File: config.mk
export PLATFORM = sky130hd
export DESIGN_NAME = dual_serial_channels
export DESIGN_NICKNAME = d
export VERILOG_FILES = /design/src/rtl/dual_serial_pkg.sv /design/src/rtl/async_chan.sv /design/src/rtl/baud_gen.sv /design/src/rtl/dual_serial_channels.sv
export SDC_FILE = /design/constraint.sdc
export NUM_CORES = 1
export LEC_CHECK = 0
export ABC_AREA = 1
export BUFFER_PORTS_ARGS = -buffer_cell sky130_fd_sc_hd__clkbuf_2
export CAP_MARGIN = 10
export CORE_ASPECT_RATIO = 1.2
export CORE_MARGIN = 1.5
export CORE_UTILIZATION = 57
export CTS_BUF_LIST = sky130_fd_sc_hd__clkbuf_8
export CTS_CLUSTER_SIZE = 14
export DETAILED_ROUTE_END_ITERATION = 16
export MAX_ROUTING_LAYER = met4
export PLACE_DENSITY = 0.84
export SLEW_MARGIN = 10
export SYNTH_ARGS = -nofsm -noshare
export SYNTH_HDL_FRONTEND = slang
export SYNTH_SLANG_ARGS = --single-unit
File: constraint.sdc
create_clock -name clk -period 4.45 [get_ports clk]
set_input_delay 0.445 -clock clk [delete_from_list [all_inputs] [get_ports clk]]
set_output_delay 0.445 -clock clk [all_outputs]
set_load 0.05 [all_outputs]
File: src/rtl/dual_serial_pkg.sv
// Constants and types shared by the dual serial channel block
package dual_serial_pkg;
    localparam int ADDR_W = 4;
    localparam int DATA_W = 8;
    localparam logic [ADDR_W-1:0] REG_CTRL0 = 4'h0;
    localparam logic [ADDR_W-1:0] REG_CTRL1 = 4'h1;
    localparam logic [ADDR_W-1:0] REG_TX0 = 4'h2;
    localparam logic [ADDR_W-1:0] REG_TX1 = 4'h3;
    localparam logic [ADDR_W-1:0] REG_RX0 = 4'h4;
    localparam logic [ADDR_W-1:0] REG_RX1 = 4'h5;
    localparam logic [ADDR_W-1:0] REG_STATUS = 4'h6;
    localparam logic [ADDR_W-1:0] REG_GEN0 = 4'h7;
    localparam logic [ADDR_W-1:0] REG_GEN1 = 4'h8;
    localparam logic [DATA_W-1:0] RST_BYTE = 8'h00;
    // Generator reload that overflows on every step
    localparam logic [DATA_W-1:0] RELOAD_ONE = 8'hff;
    localparam int OVS = 16;
    localparam int OVS_MID = OVS / 2;
    localparam int SHIFT_DIV = 6;
    localparam int SHIFT_HALF = SHIFT_DIV / 2;
    localparam int SHIFT_BITS = 8;
    localparam int FIX_DIV = 32;
    localparam int T1_DIV = 32;
    localparam int GEN0_DIV = 64;
    localparam int GEN1_DIV = 32;
    localparam int FRAME8 = 10;
    localparam int FRAME9 = 11;
    localparam logic [1:0] MODE_SHIFT = 2'h0;
    localparam logic [1:0] MODE_FIX9 = 2'h2;
    typedef enum logic [1:0] {RX_IDLE, RX_START, RX_BITS} rx_state_t;
    typedef enum logic [1:0] {SH_IDLE, SH_TX, SH_RX} shift_state_t;
    typedef struct packed {
        logic spare;
        logic shift_rx;
        logic tx_bit8;
        logic chan0_gen_prescale;
        logic chan0_rate_double;
        logic chan0_baud_source_sel;
        logic chan0_mode_sel_hi;
        logic chan0_mode_sel_lo;
    } ctrl0_t;
    typedef struct packed {
        logic [4:0] spare;
        logic tx_bit8;
        logic chan1_gen_prescale;
        logic chan1_mode_sel;
    } ctrl1_t;
    typedef struct packed {
        logic [1:0] spare;
        logic rx1_bit8;
        logic rx0_bit8;
        logic rx1_full;
        logic tx1_busy;
        logic rx0_full;
        logic tx0_busy;
    } status_t;
    typedef struct packed {
        logic [ADDR_W-1:0] addr;
        logic [DATA_W-1:0] wdata;
        logic wr;
        logic rd;
    } reg_req_t;
endpackage : dual_serial_pkg
File: src/rtl/async_chan.sv
// Asynchronous transmitter and receiver driven by one oversampling tick
`timescale 1ns/1ns
module async_chan (
    // Clock and reset
    input logic clk,
    input logic rst_n,
    // Rate and format
    input logic tick,
    input logic nine_bit,
    // Transmit side
    input logic tx_start,
    input logic [8:0] tx_data,
    output logic txd,
    output logic tx_busy,
    // Receive side
    input logic rxd,
    output logic rx_valid,
    output logic [8:0] rx_data
);
    import dual_serial_pkg::*;
    logic [FRAME9-1:0] tx_sh_q;
    logic [3:0] tx_bits_q;
    logic [3:0] tx_ph_q;
    rx_state_t rx_st_q;
    logic [3:0] rx_ph_q;
    logic [3:0] rx_cnt_q;
    logic [9:0] rx_sh_q;
    logic [3:0] rx_last;

    assign tx_busy = (tx_bits_q != 4'h0);
    assign txd = tx_sh_q[0];
    assign rx_last = nine_bit ? 4'(FRAME9 - 2) : 4'(FRAME8 - 2);

    // Sender and receiver own separate counters, so both run at once
    always_ff @(posedge clk or negedge rst_n)
    begin
        if (!rst_n)
        begin
            tx_sh_q <= '1;
            tx_bits_q <= '0;
            tx_ph_q <= '0;
        end
        else if (tx_start && !tx_busy)
        begin
            tx_sh_q <= {1'b1, nine_bit ? tx_data[8] : 1'b1, tx_data[7:0], 1'b0};
            tx_bits_q <= nine_bit ? 4'(FRAME9) : 4'(FRAME8);
            tx_ph_q <= '0;
        end
        else if (tick && tx_busy)
        begin
            tx_ph_q <= tx_ph_q + 4'h1;
            if (tx_ph_q == 4'(OVS - 1))
            begin
                tx_sh_q <= {1'b1, tx_sh_q[FRAME9-1:1]};
                tx_bits_q <= tx_bits_q - 4'h1;
            end
        end
    end

    // A frame with a low stop bit is dropped without a report
    always_ff @(posedge clk or negedge rst_n)
    begin
        if (!rst_n)
        begin
            rx_st_q <= RX_IDLE;
            rx_ph_q <= '0;
            rx_cnt_q <= '0;
            rx_sh_q <= '0;
            rx_valid <= 1'b0;
            rx_data <= '0;
        end
        else
        begin
            rx_valid <= 1'b0;
            if (tick)
            begin
                case (rx_st_q)
                    RX_IDLE:
                    begin
                        rx_ph_q <= '0;
                        if (!rxd)
                            rx_st_q <= RX_START;
                    end
                    RX_START:
                    begin
                        rx_ph_q <= rx_ph_q + 4'h1;
                        if (rx_ph_q == 4'(OVS_MID - 1))
                        begin
                            rx_st_q <= rxd ? RX_IDLE : RX_BITS;
                            rx_ph_q <= '0;
                            rx_cnt_q <= '0;
                        end
                    end
                    RX_BITS:
                    begin
                        rx_ph_q <= rx_ph_q + 4'h1;
                        if (rx_ph_q == 4'(OVS - 1))
                        begin
                            rx_sh_q <= {rxd, rx_sh_q[9:1]};
                            rx_cnt_q <= rx_cnt_q + 4'h1;
                            if (rx_cnt_q == rx_last)
                            begin
                                rx_st_q <= RX_IDLE;
                                rx_valid <= rxd;
                                rx_data <= nine_bit ? rx_sh_q[9:1] : {rxd, rx_sh_q[9:2]};
                            end
                        end
                    end
                    default:
                        rx_st_q <= RX_IDLE;
                endcase
            end
        end
    end

    property p_start_bit;
        @(posedge clk) disable iff (!rst_n)
        tx_start && !tx_busy |=> !txd && tx_busy;
    endproperty
    a_start_bit: assert property (p_start_bit) else $error("start bit not sent");

    property p_bit_hold;
        @(posedge clk) disable iff (!rst_n)
        tx_busy && !(tick && tx_ph_q == 4'hf) |=> txd == $past(txd);
    endproperty
    a_bit_hold: assert property (p_bit_hold) else $error("line moved mid bit");
endmodule : async_chan

File: src/rtl/baud_gen.sv
// Prescaled reload counter that emits one oversampling tick per overflow
`timescale 1ns/1ns
module baud_gen (
    // Clock and reset
    input logic clk,
    input logic rst_n,
    // Rate selection
    input logic en,
    input logic [2:0] prescale,
    input logic [7:0] reload,
    // Oversampling tick
    output logic tick
);
    import dual_serial_pkg::*;
    logic [2:0] pre_q;
    logic [7:0] cnt_q;
    logic pre_hit;

    // Compare with >= so a smaller prescale never strands the counter
    assign pre_hit = en && (pre_q >= prescale - 3'h1);
    assign tick = pre_hit && (cnt_q == RELOAD_ONE);

    always_ff @(posedge clk or negedge rst_n)
    begin
        if (!rst_n)
            pre_q <= '0;
        else if (en)
            pre_q <= pre_hit ? 3'h0 : pre_q + 3'h1;
    end

    always_ff @(posedge clk or negedge rst_n)
    begin
        if (!rst_n)
            cnt_q <= RELOAD_ONE;
        else if (pre_hit)
            cnt_q <= (cnt_q == RELOAD_ONE) ? reload : cnt_q + 8'h01;
    end
endmodule : baud_gen

File: src/rtl/dual_serial_channels.sv
// Two full-duplex serial channels with register port, shift mode and baud selection
// How it works
// - In the UART modes each channel sends and receives independently and at the same time.
// - Channel 0 mode 00 shifts 8 bits LSB first on the receive pin, clocked by the transmit pin.
// - The shift mode bit time is six oscillator cycles whatever the rate bits say.
// - Channel 0 mode 01 is an 8-bit UART with 10-bit frames at a variable rate.
// - Channel 0 mode 10 is a 9-bit UART with 11-bit frames at clock/32, or clock/16 when doubled.
// - Channel 0 mode 11 uses the 9-bit framing with a variable rate.
// - Channel 1 with its mode bit clear is a 9-bit UART with 11-bit frames.
// - Channel 1 with its mode bit set is an 8-bit UART with 10-bit frames.
// - Channel 1 has neither a shift mode nor a fixed-rate mode.
// - Asynchronous modes run from a tick at sixteen times the bit rate.
// - Channel 0 timer source gives a rate of 2^double times timer 1 overflows over 32.
// - Channel 0 generator gives 2^prescale times 2^double times clock over 64 times period.
// - Channel 1 generator gives 2^prescale times clock over 32 times period.
//
// Chosen here: the register offsets and strobed register access.
`timescale 1ns/1ns
module dual_serial_channels (
    // Clock and reset
    input logic clk,
    input logic rst_n,
    // Register port
    input dual_serial_pkg::reg_req_t req,
    output logic [dual_serial_pkg::DATA_W-1:0] rdata,
    // Timer 1 overflow pulse on this clock
    input logic timer1_ovf,
    // Channel 0 pins
    input logic chan0_receive_pin_i,
    output logic chan0_receive_pin_o,
    output logic chan0_receive_pin_oe,
    output logic chan0_transmit_pin,
    // Channel 1 pins
    input logic chan1_receive_pin,
    output logic chan1_transmit_pin
);
    import dual_serial_pkg::*;

    function automatic logic wr_at(input reg_req_t r, input logic [ADDR_W-1:0] a);
        return r.wr && (r.addr == a);
    endfunction : wr_at

    function automatic logic rd_at(input reg_req_t r, input logic [ADDR_W-1:0] a);
        return r.rd && (r.addr == a);
    endfunction : rd_at

    ctrl0_t ctrl0_q;
    ctrl0_t ctrl0_wr;
    ctrl1_t ctrl1_q;
    logic [DATA_W-1:0] gen0_q;
    logic [DATA_W-1:0] gen1_q;
    logic [1:0] pin_meta_q;
    logic [1:0] pin_sync_q;
    logic [1:0] mode;
    logic shift_mode;
    logic var_mode;
    shift_state_t sh_st_q;
    logic [2:0] sh_ph_q;
    logic [2:0] sh_ph_d;
    logic [2:0] sh_cnt_q;
    logic [7:0] sh_data_q;
    logic sh_clk_q;
    logic sh_done;
    logic b0_en;
    logic [2:0] b0_pre;
    logic [7:0] b0_reload;
    logic [2:0] b1_pre;
    logic tick0_raw;
    logic tick0;
    logic tick1;
    logic chan0_txd;
    logic async0_busy;
    logic tx1_busy;
    logic rx0_valid;
    logic rx1_valid;
    logic [8:0] rx0_word;
    logic [8:0] rx1_word;
    logic rx_set [2];
    logic [8:0] rx_in [2];
    logic [8:0] rx_q [2];
    logic rx_full_q [2];
    status_t status;

    assign ctrl0_wr = ctrl0_t'(req.wdata);
    assign mode = {ctrl0_q.chan0_mode_sel_hi, ctrl0_q.chan0_mode_sel_lo};
    assign shift_mode = (mode == MODE_SHIFT);
    // Modes 1 and 3 take the variable rate
    assign var_mode = ctrl0_q.chan0_mode_sel_lo;

    // Both receive pins come from outside the clock domain
    always_ff @(posedge clk or negedge rst_n)
    begin
        if (!rst_n)
        begin
            pin_meta_q <= '1;
            pin_sync_q <= '1;
        end
        else
        begin
            pin_meta_q <= {chan1_receive_pin, chan0_receive_pin_i};
            pin_sync_q <= pin_meta_q;
        end
    end

    always_ff @(posedge clk or negedge rst_n)
    begin
        if (!rst_n)
        begin
            ctrl0_q <= ctrl0_t'(RST_BYTE);
            ctrl1_q <= ctrl1_t'(RST_BYTE);
        end
        else if (wr_at(req, REG_CTRL0))
        begin
            ctrl0_q <= ctrl0_wr;
            // Receive start is a command and is not kept
            ctrl0_q.shift_rx <= 1'b0;
        end
        else if (wr_at(req, REG_CTRL1))
            ctrl1_q <= ctrl1_t'(req.wdata);
    end

    always_ff @(posedge clk or negedge rst_n)
    begin
        if (!rst_n)
        begin
            gen0_q <= RST_BYTE;
            gen1_q <= RST_BYTE;
        end
        else if (wr_at(req, REG_GEN0))
            gen0_q <= req.wdata;
        else if (wr_at(req, REG_GEN1))
            gen1_q <= req.wdata;
    end

    // Shift mode: one bit every six cycles, clock low for the first half
    assign sh_ph_d = (sh_ph_q == 3'(SHIFT_DIV - 1)) ? 3'h0 : sh_ph_q + 3'h1;
    assign sh_done = (sh_st_q == SH_RX) && (sh_ph_q == 3'(SHIFT_DIV - 1))
                     && (sh_cnt_q == 3'(SHIFT_BITS - 1));

    always_ff @(posedge clk or negedge rst_n)
    begin
        if (!rst_n)
        begin
            sh_st_q <= SH_IDLE;
            sh_ph_q <= '0;
            sh_cnt_q <= '0;
            sh_data_q <= '0;
            sh_clk_q <= 1'b1;
        end
        else
        begin
            case (sh_st_q)
                SH_IDLE:
                begin
                    if (shift_mode && wr_at(req, REG_TX0))
                    begin
                        sh_st_q <= SH_TX;
                        sh_data_q <= req.wdata;
                        sh_ph_q <= '0;
                        sh_cnt_q <= '0;
                        sh_clk_q <= 1'b0;
                    end
                    else if (wr_at(req, REG_CTRL0) && ctrl0_wr.shift_rx
                             && {ctrl0_wr.chan0_mode_sel_hi, ctrl0_wr.chan0_mode_sel_lo}
                             == MODE_SHIFT)
                    begin
                        sh_st_q <= SH_RX;
                        sh_ph_q <= '0;
                        sh_cnt_q <= '0;
                        sh_clk_q <= 1'b0;
                    end
                end
                default:
                begin
                    sh_ph_q <= sh_ph_d;
                    sh_clk_q <= (sh_ph_d >= 3'(SHIFT_HALF));
                    // Sample as the clock rises, mid bit for the peer
                    if (sh_st_q == SH_RX && sh_ph_q == 3'(SHIFT_HALF - 1))
                        sh_data_q <= {pin_sync_q[0], sh_data_q[7:1]};
                    if (sh_ph_q == 3'(SHIFT_DIV - 1))
                    begin
                        sh_cnt_q <= sh_cnt_q + 3'h1;
                        if (sh_st_q == SH_TX)
                            sh_data_q <= {1'b0, sh_data_q[7:1]};
                        if (sh_cnt_q == 3'(SHIFT_BITS - 1))
                        begin
                            sh_st_q <= SH_IDLE;
                            sh_clk_q <= 1'b1;
                        end
                    end
                end
            endcase
        end
    end

    assign chan0_receive_pin_o = sh_data_q[0];
    assign chan0_receive_pin_oe = (sh_st_q == SH_TX);
    assign chan0_transmit_pin = shift_mode ? sh_clk_q : chan0_txd;

    // Channel 0 tick source; fixed rate unless a variable mode is chosen
    always_comb
    begin
        b0_en = 1'b1;
        b0_pre = 3'(FIX_DIV / OVS) >> ctrl0_q.chan0_rate_double;
        b0_reload = RELOAD_ONE;
        if (var_mode && ctrl0_q.chan0_baud_source_sel)
        begin
            b0_pre = 3'(GEN0_DIV / OVS) >> ({1'b0, ctrl0_q.chan0_gen_prescale}
                     + {1'b0, ctrl0_q.chan0_rate_double});
            b0_reload = gen0_q;
        end
        else if (var_mode)
        begin
            b0_en = timer1_ovf;
            b0_pre = 3'(T1_DIV / OVS) >> ctrl0_q.chan0_rate_double;
        end
    end

    assign b1_pre = 3'(GEN1_DIV / OVS) >> ctrl1_q.chan1_gen_prescale;
    assign tick0 = tick0_raw && !shift_mode;

    baud_gen u_baud0 (
        .clk(clk),
        .rst_n(rst_n),
        .en(b0_en),
        .prescale(b0_pre),
        .reload(b0_reload),
        .tick(tick0_raw)
    );

    baud_gen u_baud1 (
        .clk(clk),
        .rst_n(rst_n),
        .en(1'b1),
        .prescale(b1_pre),
        .reload(gen1_q),
        .tick(tick1)
    );

    // Shift traffic is kept off the UART receiver by holding it idle
    async_chan u_chan0 (
        .clk(clk),
        .rst_n(rst_n),
        .tick(tick0),
        .nine_bit(ctrl0_q.chan0_mode_sel_hi),
        .tx_start(wr_at(req, REG_TX0) && !shift_mode),
        .tx_data({ctrl0_q.tx_bit8, req.wdata}),
        .txd(chan0_txd),
        .tx_busy(async0_busy),
        .rxd(pin_sync_q[0] || shift_mode),
        .rx_valid(rx0_valid),
        .rx_data(rx0_word)
    );

    // Only the two variable-rate formats exist on this channel
    async_chan u_chan1 (
        .clk(clk),
        .rst_n(rst_n),
        .tick(tick1),
        .nine_bit(!ctrl1_q.chan1_mode_sel),
        .tx_start(wr_at(req, REG_TX1)),
        .tx_data({ctrl1_q.tx_bit8, req.wdata}),
        .txd(chan1_transmit_pin),
        .tx_busy(tx1_busy),
        .rxd(pin_sync_q[1]),
        .rx_valid(rx1_valid),
        .rx_data(rx1_word)
    );

    assign rx_set[0] = shift_mode ? sh_done : rx0_valid;
    assign rx_in[0] = shift_mode ? {1'b0, sh_data_q} : rx0_word;
    assign rx_set[1] = rx1_valid;
    assign rx_in[1] = rx1_word;

    // A new word wins over a read that clears the full flag in the same cycle
    for (genvar g = 0; g < 2; g++)
    begin : g_rx
        always_ff @(posedge clk or negedge rst_n)
        begin
            if (!rst_n)
            begin
                rx_q[g] <= '0;
                rx_full_q[g] <= 1'b0;
            end
            else if (rx_set[g])
            begin
                rx_q[g] <= rx_in[g];
                rx_full_q[g] <= 1'b1;
            end
            else if (rd_at(req, REG_RX0 + ADDR_W'(g)))
                rx_full_q[g] <= 1'b0;
        end
    end

    always_comb
    begin
        status = '0;
        status.tx0_busy = shift_mode ? (sh_st_q != SH_IDLE) : async0_busy;
        status.rx0_full = rx_full_q[0];
        status.tx1_busy = tx1_busy;
        status.rx1_full = rx_full_q[1];
        status.rx0_bit8 = rx_q[0][8];
        status.rx1_bit8 = rx_q[1][8];
    end

    // Read data stands for exactly one cycle after the strobe
    always_ff @(posedge clk or negedge rst_n)
    begin
        if (!rst_n)
            rdata <= '0;
        else if (!req.rd)
            rdata <= '0;
        else if (req.addr == REG_CTRL0)
            rdata <= ctrl0_q;
        else if (req.addr == REG_CTRL1)
            rdata <= ctrl1_q;
        else if (req.addr == REG_RX0)
            rdata <= rx_q[0][7:0];
        else if (req.addr == REG_RX1)
            rdata <= rx_q[1][7:0];
        else if (req.addr == REG_STATUS)
            rdata <= status;
        else if (req.addr == REG_GEN0)
            rdata <= gen0_q;
        else if (req.addr == REG_GEN1)
            rdata <= gen1_q;
        else
            rdata <= '0;
    end

    // A start edge seen while sending must still open a receive frame
    property p_full_duplex;
        @(posedge clk) disable iff (!rst_n)
        tx1_busy && tick1 && u_chan1.rx_st_q == RX_IDLE && !pin_sync_q[1]
        |=> u_chan1.rx_st_q == RX_START;
    endproperty
    a_full_duplex: assert property (p_full_duplex) else $error("receive blocked by send");

    property p_shift_lsb;
        @(posedge clk) disable iff (!rst_n)
        shift_mode && sh_st_q == SH_IDLE && wr_at(req, REG_TX0)
        |=> chan0_receive_pin_oe && chan0_receive_pin_o == $past(req.wdata[0]);
    endproperty
    a_shift_lsb: assert property (p_shift_lsb) else $error("shift not LSB first");

    property p_shift_rate;
        @(posedge clk) disable iff (!rst_n)
        shift_mode && $fell(chan0_transmit_pin)
        |-> !chan0_transmit_pin[*3] ##1 chan0_transmit_pin[*3];
    endproperty
    a_shift_rate: assert property (p_shift_rate) else $error("shift clock not six cycles");

    property p_frame0;
        @(posedge clk) disable iff (!rst_n)
        !shift_mode && wr_at(req, REG_TX0) && !async0_busy
        |=> u_chan0.tx_bits_q == (ctrl0_q.chan0_mode_sel_hi ? 4'(FRAME9) : 4'(FRAME8));
    endproperty
    a_frame0: assert property (p_frame0) else $error("channel 0 frame length");

    property p_fixed_rate;
        @(posedge clk) disable iff (!rst_n)
        mode == MODE_FIX9 && !ctrl0_q.chan0_rate_double && tick0 |=> !tick0 ##1 tick0;
    endproperty
    a_fixed_rate: assert property (p_fixed_rate) else $error("fixed rate wrong");

    property p_t1_rate;
        @(posedge clk) disable iff (!rst_n)
        var_mode && !ctrl0_q.chan0_baud_source_sel
        |-> (!tick0 || timer1_ovf) && (!(ctrl0_q.chan0_rate_double && timer1_ovf) || tick0);
    endproperty
    a_t1_rate: assert property (p_t1_rate) else $error("timer 1 rate wrong");

    // A register write may retune the source mid period, so it drops the attempt
    property p_gen0_rate;
        @(posedge clk) disable iff (!rst_n || req.wr)
        var_mode && ctrl0_q.chan0_baud_source_sel && !ctrl0_q.chan0_gen_prescale
        && !ctrl0_q.chan0_rate_double && gen0_q == RELOAD_ONE && tick0
        |=> !tick0[*3] ##1 tick0;
    endproperty
    a_gen0_rate: assert property (p_gen0_rate) else $error("generator 0 rate wrong");

    property p_ch1_rate;
        @(posedge clk) disable iff (!rst_n)
        !ctrl1_q.chan1_gen_prescale && gen1_q == RELOAD_ONE && tick1 |=> !tick1 ##1 tick1;
    endproperty
    a_ch1_rate: assert property (p_ch1_rate) else $error("generator 1 rate wrong");

    property p_ch1_frame;
        @(posedge clk) disable iff (!rst_n)
        wr_at(req, REG_TX1) && !tx1_busy
        |=> u_chan1.tx_bits_q == (ctrl1_q.chan1_mode_sel ? 4'(FRAME8) : 4'(FRAME9));
    endproperty
    a_ch1_frame: assert property (p_ch1_frame) else $error("channel 1 frame length");

    c_shift_rx: cover property (@(posedge clk) disable iff (!rst_n) sh_done);
    c_rx0_async: cover property (@(posedge clk) disable iff (!rst_n) rx0_valid && !shift_mode);
    c_rx1: cover property (@(posedge clk) disable iff (!rst_n) rx1_valid && tx1_busy);
endmodule : dual_serial_channels

Word-level counts from Yosys, hierarchy flattened:

Index checks and enable logic that the tools add are counted.

* register bits: 200
* latch bits: 0
* bits in writable memories: 0
* bits in read-only memories: 0
* input bits: 19
* output and inout port bits: 12
* logic and storage cells: 273
* memories kept: 0

* $add $sub $neg: 17
* multiply operators: 0
* divide/modulo/power cells: 0
* magnitude comparators: 3
* equality and inequality tests: 37
* shifts and indexed selects: 3
* mux-type cells: 99
* bitwise operators: 2
* reduce and logical (&&, ||, !) cells: 65

Operators with widths (count)
* two-way mux 8 bit: 16
* two-way mux 11 bit: 6
* two-way mux 4 bit: 16
* two-way mux 2 bit: 15
* two-way mux 1 bit: 28
* two-way mux 3 bit: 9
* two-way mux 9 bit: 3
* adder 4 x 1 -> 4 bit, second input constant: 6
* == test 4 x 3 -> 1 bit, second input constant: 6
* logical AND 1 bit: 24
* case mux 4 bit (3 select lines): 2
* nonzero test 2 bit: 11
* == test 4 bit, second input constant: 5
* adder 8 x 1 -> 8 bit, second input constant: 2
* == test 8 bit, second input constant: 2
* case mux 4 bit (2 select lines): 2
* AND reduction 4 bit: 4
* AND reduction 2 bit: 7
* adder 3 x 1 -> 3 bit, second input constant: 4
* inequality test 2 x 1 -> 1 bit, second input constant: 6
* case mux 2 bit (3 select lines): 2
* zero test 2 bit: 5
* AND reduction 5 bit: 2
* AND reduction 3 bit: 3
* other kinds (22): 40

Depth between registers and ports, before layout:

* depth after elaboration: 11
* mapped depth: 18

Hierarchy:

From an unflattened synthesis, not the netlist that was laid out.

* cells, all modules: 1331
* area, all modules: 10617.7 µm²

By module, submodules not included
* async_chan: instances 2, cells each 299, area an instance 2466.1 µm², sequential area each 1188.6 µm²
* dual_serial_channels: instances 1, cells each 505, area an instance 4063.9 µm², sequential area each 2008.2 µm²
* baud_gen: instances 2, cells each 114, area an instance 810.8 µm², sequential area each 285.3 µm²

Worst setup path before layout:

No wires, ideal clock.

* path type: register to register
* from: reg ctrl0_q (netlist bit var_mode)
* to: reg u_chan0.rx_cnt_q[0]
* arrival time: 2.510 ns
* data required time: 4.333 ns
* slack: 1.823 ns
* stages on the path, launching flop included: 18
* path buffers: 3
* path through: dfrtp_1 -> nand2_1 -> clkbuf_1 -> nand2_1 -> nand2_1 -> inv_1 -> ha_1 -> xor2_1 -> ha_1 -> nand3_1 -> nand3_1 -> nand2_2 -> buf_2 -> nor3_2 -> buf_4 -> nand3_2 -> nand2_1 -> nand2_1

* cells in the longest elaborated chain, start to end: 8

RTL lines
* start, declared: RTL line dual_serial_channels.sv:47 `ctrl0_t ctrl0_q;`
* start signal, assigned: RTL line dual_serial_channels.sv:109 `ctrl0_q <= ctrl0_t'(RST_BYTE);`
* start signal, assigned: RTL line dual_serial_channels.sv:114 `ctrl0_q <= ctrl0_wr;`
* logical AND 1 bit: RTL line dual_serial_channels.sv:206 `if (var_mode && ctrl0_q.chan0_baud_source_sel)`
* two-way mux 3 bit: RTL line dual_serial_channels.sv:206
* subtractor 3 x 1 -> 3 bit: RTL line baud_gen.sv:20 `assign pre_hit = en && (pre_q >= prescale - 3'h1);`
* greater-or-equal comparator 3 bit: RTL line baud_gen.sv:20
* logical AND 1 bit: RTL line baud_gen.sv:20
* logical AND 1 bit: RTL line baud_gen.sv:21 `assign tick = pre_hit && (cnt_q == RELOAD_ONE);`
* logical AND 1 bit *: RTL line dual_serial_channels.sv:220 `assign tick0 = tick0_raw && !shift_mode;`
* AND reduction 4 bit (no line) *
* end signal, assigned: RTL line async_chan.sv:100 `rx_cnt_q <= rx_cnt_q + 4'h1;`
* end, declared: RTL line async_chan.sv:26 `logic [3:0] rx_cnt_q;`

Mark *: on every way between the ends. The rest lies on a longest branch, timed or not.
A chain may end at the register's enable or synchronous reset.

Final worst setup path:

* from: reg ctrl0_q (netlist bit var_mode)
* to: reg u_chan0.tx_sh_q[1]

* cells in the longest elaborated chain, start to end: 10

RTL lines
* logical AND 1 bit: RTL line dual_serial_channels.sv:206
* two-way mux 3 bit: RTL line dual_serial_channels.sv:206
* subtractor 3 x 1 -> 3 bit: RTL line baud_gen.sv:20
* greater-or-equal comparator 3 bit: RTL line baud_gen.sv:20
* logical AND 1 bit: RTL line baud_gen.sv:20
* logical AND 1 bit: RTL line baud_gen.sv:21
* logical AND 1 bit: RTL line dual_serial_channels.sv:220
* logical AND 1 bit: RTL line async_chan.sv:49 `else if (tick && tx_busy)`
* nonzero test 2 bit (no line)
* AND reduction 2 bit (no line)
* end signal, assigned: RTL line async_chan.sv:45 `tx_sh_q <= {1'b1, nine_bit ? tx_data[8] : 1'b1, tx_data[7:0], 1'b0};`
* end signal, assigned: RTL line async_chan.sv:54 `tx_sh_q <= {1'b1, tx_sh_q[FRAME9-1:1]};`
* end, declared: RTL line async_chan.sv:21 `logic [FRAME9-1:0] tx_sh_q;`

Several ways; a longest one is shown, not always the timed one.

==> impl_metrics.py <==
metrics = {
    "run_status": {
        "outcome": "finished clean",
    },
    "clocking": {
        "cts_sinks": 196,
        "ctsHoldBuffers": 0,
        "post_cts_buffers": 0,
        "clk-insertion-delay-late_ns": 0.47,
        "clkSlewWorstSetupHoldPaths_ns": 0.10,
        "cts.repair.resized": 0,
        "cts-root-buf": "clkbuf_8",
        "cts_buffers": 17,
        "h-tree-depth": 4,
        "tritoncts": "yes",
        "ctsLongestPathBuffers": 2,
    },
    "critical_path": {
        "slowest_stage": "nand2_1",
        "reg2reg_depth": 16,
        "path_buf_inv": 2,
        "r2r_end": "u_chan0.tx_sh_q[1]$_DFFE_PN1P_",
        "end_kind": "register",
        "start_kind": "register",
        "crit_path_max_incr_delay_ns": 0.45,
        "required_ns": 4.87,
        "regToRegSetupSlack_ns": 1.05,
        "arrival_ns": 3.82,
        "r2r-start": "var_mode$_DFFE_PN0P_",
        "crit_chain": "nand2_1 -> inv_1 -> nand2_1 -> nand2_1 -> inv_1 -> ha_1 -> xor2_1 -> ha_1 -> nand3_1 -> nand3_1 -> nand2_2 -> nor2_4 -> nand3_2 -> nand2_1 -> nand2_1 -> nand2_1",
        "worstSetupPathType": "register to register",
        "path_common_cell": "nand2_1",
        "critPathMaxFanout": 15,
        "cp_top_family": "simple AND/OR/NAND/NOR gates",
    },
    "route": {
        "met3WireLength_um": 1260,
        "dr.pass1.iters": 7,
        "vias": 8207,
        "antenna_left": 0,
        "wl_um": 22200,
        "viasPerCell": 5.64,
        "drc_errors": 0,
        "wl_met1_um": 9340,
        "routed.top_layer": "met4",
        "dr_wl_met2_um": 10900,
        "wl_per_cell_um": 15.3,
        "first_iter_violations": 884,
    },
    "placed_design": {
        "gp_congestion": 0.931,
        "place_ws_ns": 1.11,
        "place_area_mm2": 0.0102,
        "io_buffer_count": 30,
        "hpwl_um": 15600,
    },
    "logic_synthesis": {
        "synth-warning-count": 0,
        "netlist_instances": 1206,
        "syn_nets": 1255,
        "synth_cell_types": 50,
        "synthesis.area_mm2": 0.00993,
        "yosysTopAreaCell": "dfrtp_1",
        "synth.avg_cell_area_um2": 8.24,
        "synth-seq-cells": 196,
        "synth_edf_count": 0,
        "synthTopCellsByArea": "dfrtp_1 (39%), nand2_1 (14%), dfstp_2 (11%)",
        "yosys.area.top_type_share": 0.390,
        "yosysSeqAreaShare": 0.499,
        "synthArstFlopShare": 1.00,
        "synthFlopType": "dfrtp_1",
    },
    "hold_path": {
        "hold_class": "input port to async pin",
    },
    "floorplan": {
        "ioPinCount": 31,
        "initial_utilization": 0.585,
        "core_area_mm2": 0.0170,
        "die_h_um": 148,
        "dieArea_mm2": 0.0182,
        "dieWidth_um": 124,
        "rows": 52,
    },
    "sta": {
        "final-setup-viol-count": 0,
        "post-route-period-util": 0.764,
        "setup_ws_ns": 1.05,
        "finalClockSkew_ns": 0.00965,
        "rsz0062_at_grt": "no",
        "drv_slew": 0,
        "fmax_mhz": 294,
        "fin_crit_ns": 3.40,
        "slew-limit-headroom": 0.347,
        "worst_slew_pin_slew_ns": 0.980,
        "hold_violations": 0,
        "finalSetupTns_ns": 0,
    },
    "final_layout": {
        "area_delta_synth_final_pct": 7.05,
        "diodes": 0,
        "layout.nets": 1276,
        "finalInstanceArea_mm2": 0.0106,
        "mostFrequentLayoutCells": "nand2_1 (367), dfrtp_1 (155), o21ai_0 (126)",
        "drive_gt1_frac": 0.122,
        "layout.cells.most_common": "nand2_1",
    },
    "grt": {
        "grt_max_degree": 119,
        "grt_overflow": 0,
        "grt.total_usage": 0.266,
        "grt_pass1_vias": 7726,
        "grt_pass1_wl_um": 36800,
        "antenna_found_initial": 0,
    },
    "pwr": {
        "p_per_area_mw_per_mm2": 439,
        "p_leak_uw": 0.00524,
        "ir_drop_v": 0.000233,
    },
    "job": {
        "max_cap_violations": 0,
    },
}
[final cells by class]
type                            count  area (µm²)
Clock buffer                       19         262
Timing Repair Buffer               35         196
Sequential cell                   196        4960
Tap cell                          216         270
Clock inverter                     13         136
Inverter                          109         412
Multi-Input combinational cell    868        4400
Fill cell                        1378        6350
[registers in the layout (all words and copies together) (netlist names), 4 cells and up]
| register | count |
|---|---|
| u_chan0.tx_ph_q | 4 |
| u_chan1.rx_sh_q | 9 |
| gen0_q | 8 |
| u_chan0.rx_data | 9 |
| u_chan0.rx_cnt_q | 4 |
| u_chan0.tx_bits_q | 4 |
| u_chan0.rx_sh_q | 9 |
| u_chan0.tx_sh_q | 10 |
| ctrl1_q | 8 |
| u_chan1.tx_ph_q | 4 |
| rdata | 8 |
| u_baud1.cnt_q | 8 |
| u_chan1.rx_data | 9 |
| rx_q | 18 |
| ctrl0_q | 6 |
| sh_data_q | 8 |
| u_baud0.cnt_q | 8 |
| u_chan0.rx_ph_q | 4 |
| gen1_q | 8 |
| u_chan1.rx_cnt_q | 4 |
| u_chan1.rx_ph_q | 4 |
| u_chan1.tx_sh_q | 10 |
| u_chan1.tx_bits_q | 4 |
[power by group]
part | leakage (µW) | total (µW) | internal [µW] | switching [µW]
combinational | 0.00253 | 1200 | 395 | 804
sequential | 0.00251 | 2310 | 2080 | 231
clock | 0.000205 | 1160 | 528 | 633
[cell usage after synthesis (14+ instances only)]
master,number
dfstp_2,41
buf_2,14
ha_1,30
nor2_1,81
a21oi_1,38
nand3_1,80
dfrtp_1,155
nand4_1,18
clkbuf_1,15
o21ai_0,126
nand2_1,367
inv_1,103
o21ai_1,17
[layer usage]
metal	up-vias	track usage
li1	3994	-
met1	3883	0.342
met2	279	0.414
met3	51	0.0455
met4	0	0.121
met5	-	-
[stage by stage]
stage          std cells  hold WS (ns)  power (µW)   util
2_1_floorplan       1206         0.149        3190      -
3_3_place_gp        1424         0.346        3470  0.603
3_5_place_dp        1424         0.347        3530  0.603
4_1_cts             1456        0.0162        4680  0.626
5_1_grt             1456        0.0206        4960  0.626
6_report            1456        0.0141        4670  0.626
[worst max path at each step]
stage,startpoint,to,slack [ns],cells past startpoint
after CTS,var_mode$_DFFE_PN0P_,u_chan0.tx_sh_q[1]$_DFFE_PN1P_,1.07,16
after global routing,var_mode$_DFFE_PN0P_,u_chan0.tx_sh_q[5]$_DFFE_PN1P_,0.63,16
after floorplan,var_mode$_DFFE_PN0P_,u_chan0.rx_cnt_q[0]$_DFFE_PN0P_,1.82,17
final,var_mode$_DFFE_PN0P_,u_chan0.tx_sh_q[1]$_DFFE_PN1P_,1.05,16
after detailed placement,var_mode$_DFFE_PN0P_,u_chan0.tx_sh_q[1]$_DFFE_PN1P_,1.11,16
after global placement,var_mode$_DFFE_PN0P_,u_chan0.tx_sh_q[8]$_DFFE_PN1P_,1.24,15
[kinds of logic after synthesis]
logic type,after synthesis,share of synthesized area
flops,196,0.499
buf+inv,142,0.0579
compound gates,221,0.121
mux,9,0.00907
simple gates,591,0.260
fa+ha+maj,30,0.0378
xor+xnor,17,0.0150
Power figures use the tool's default switching activity.
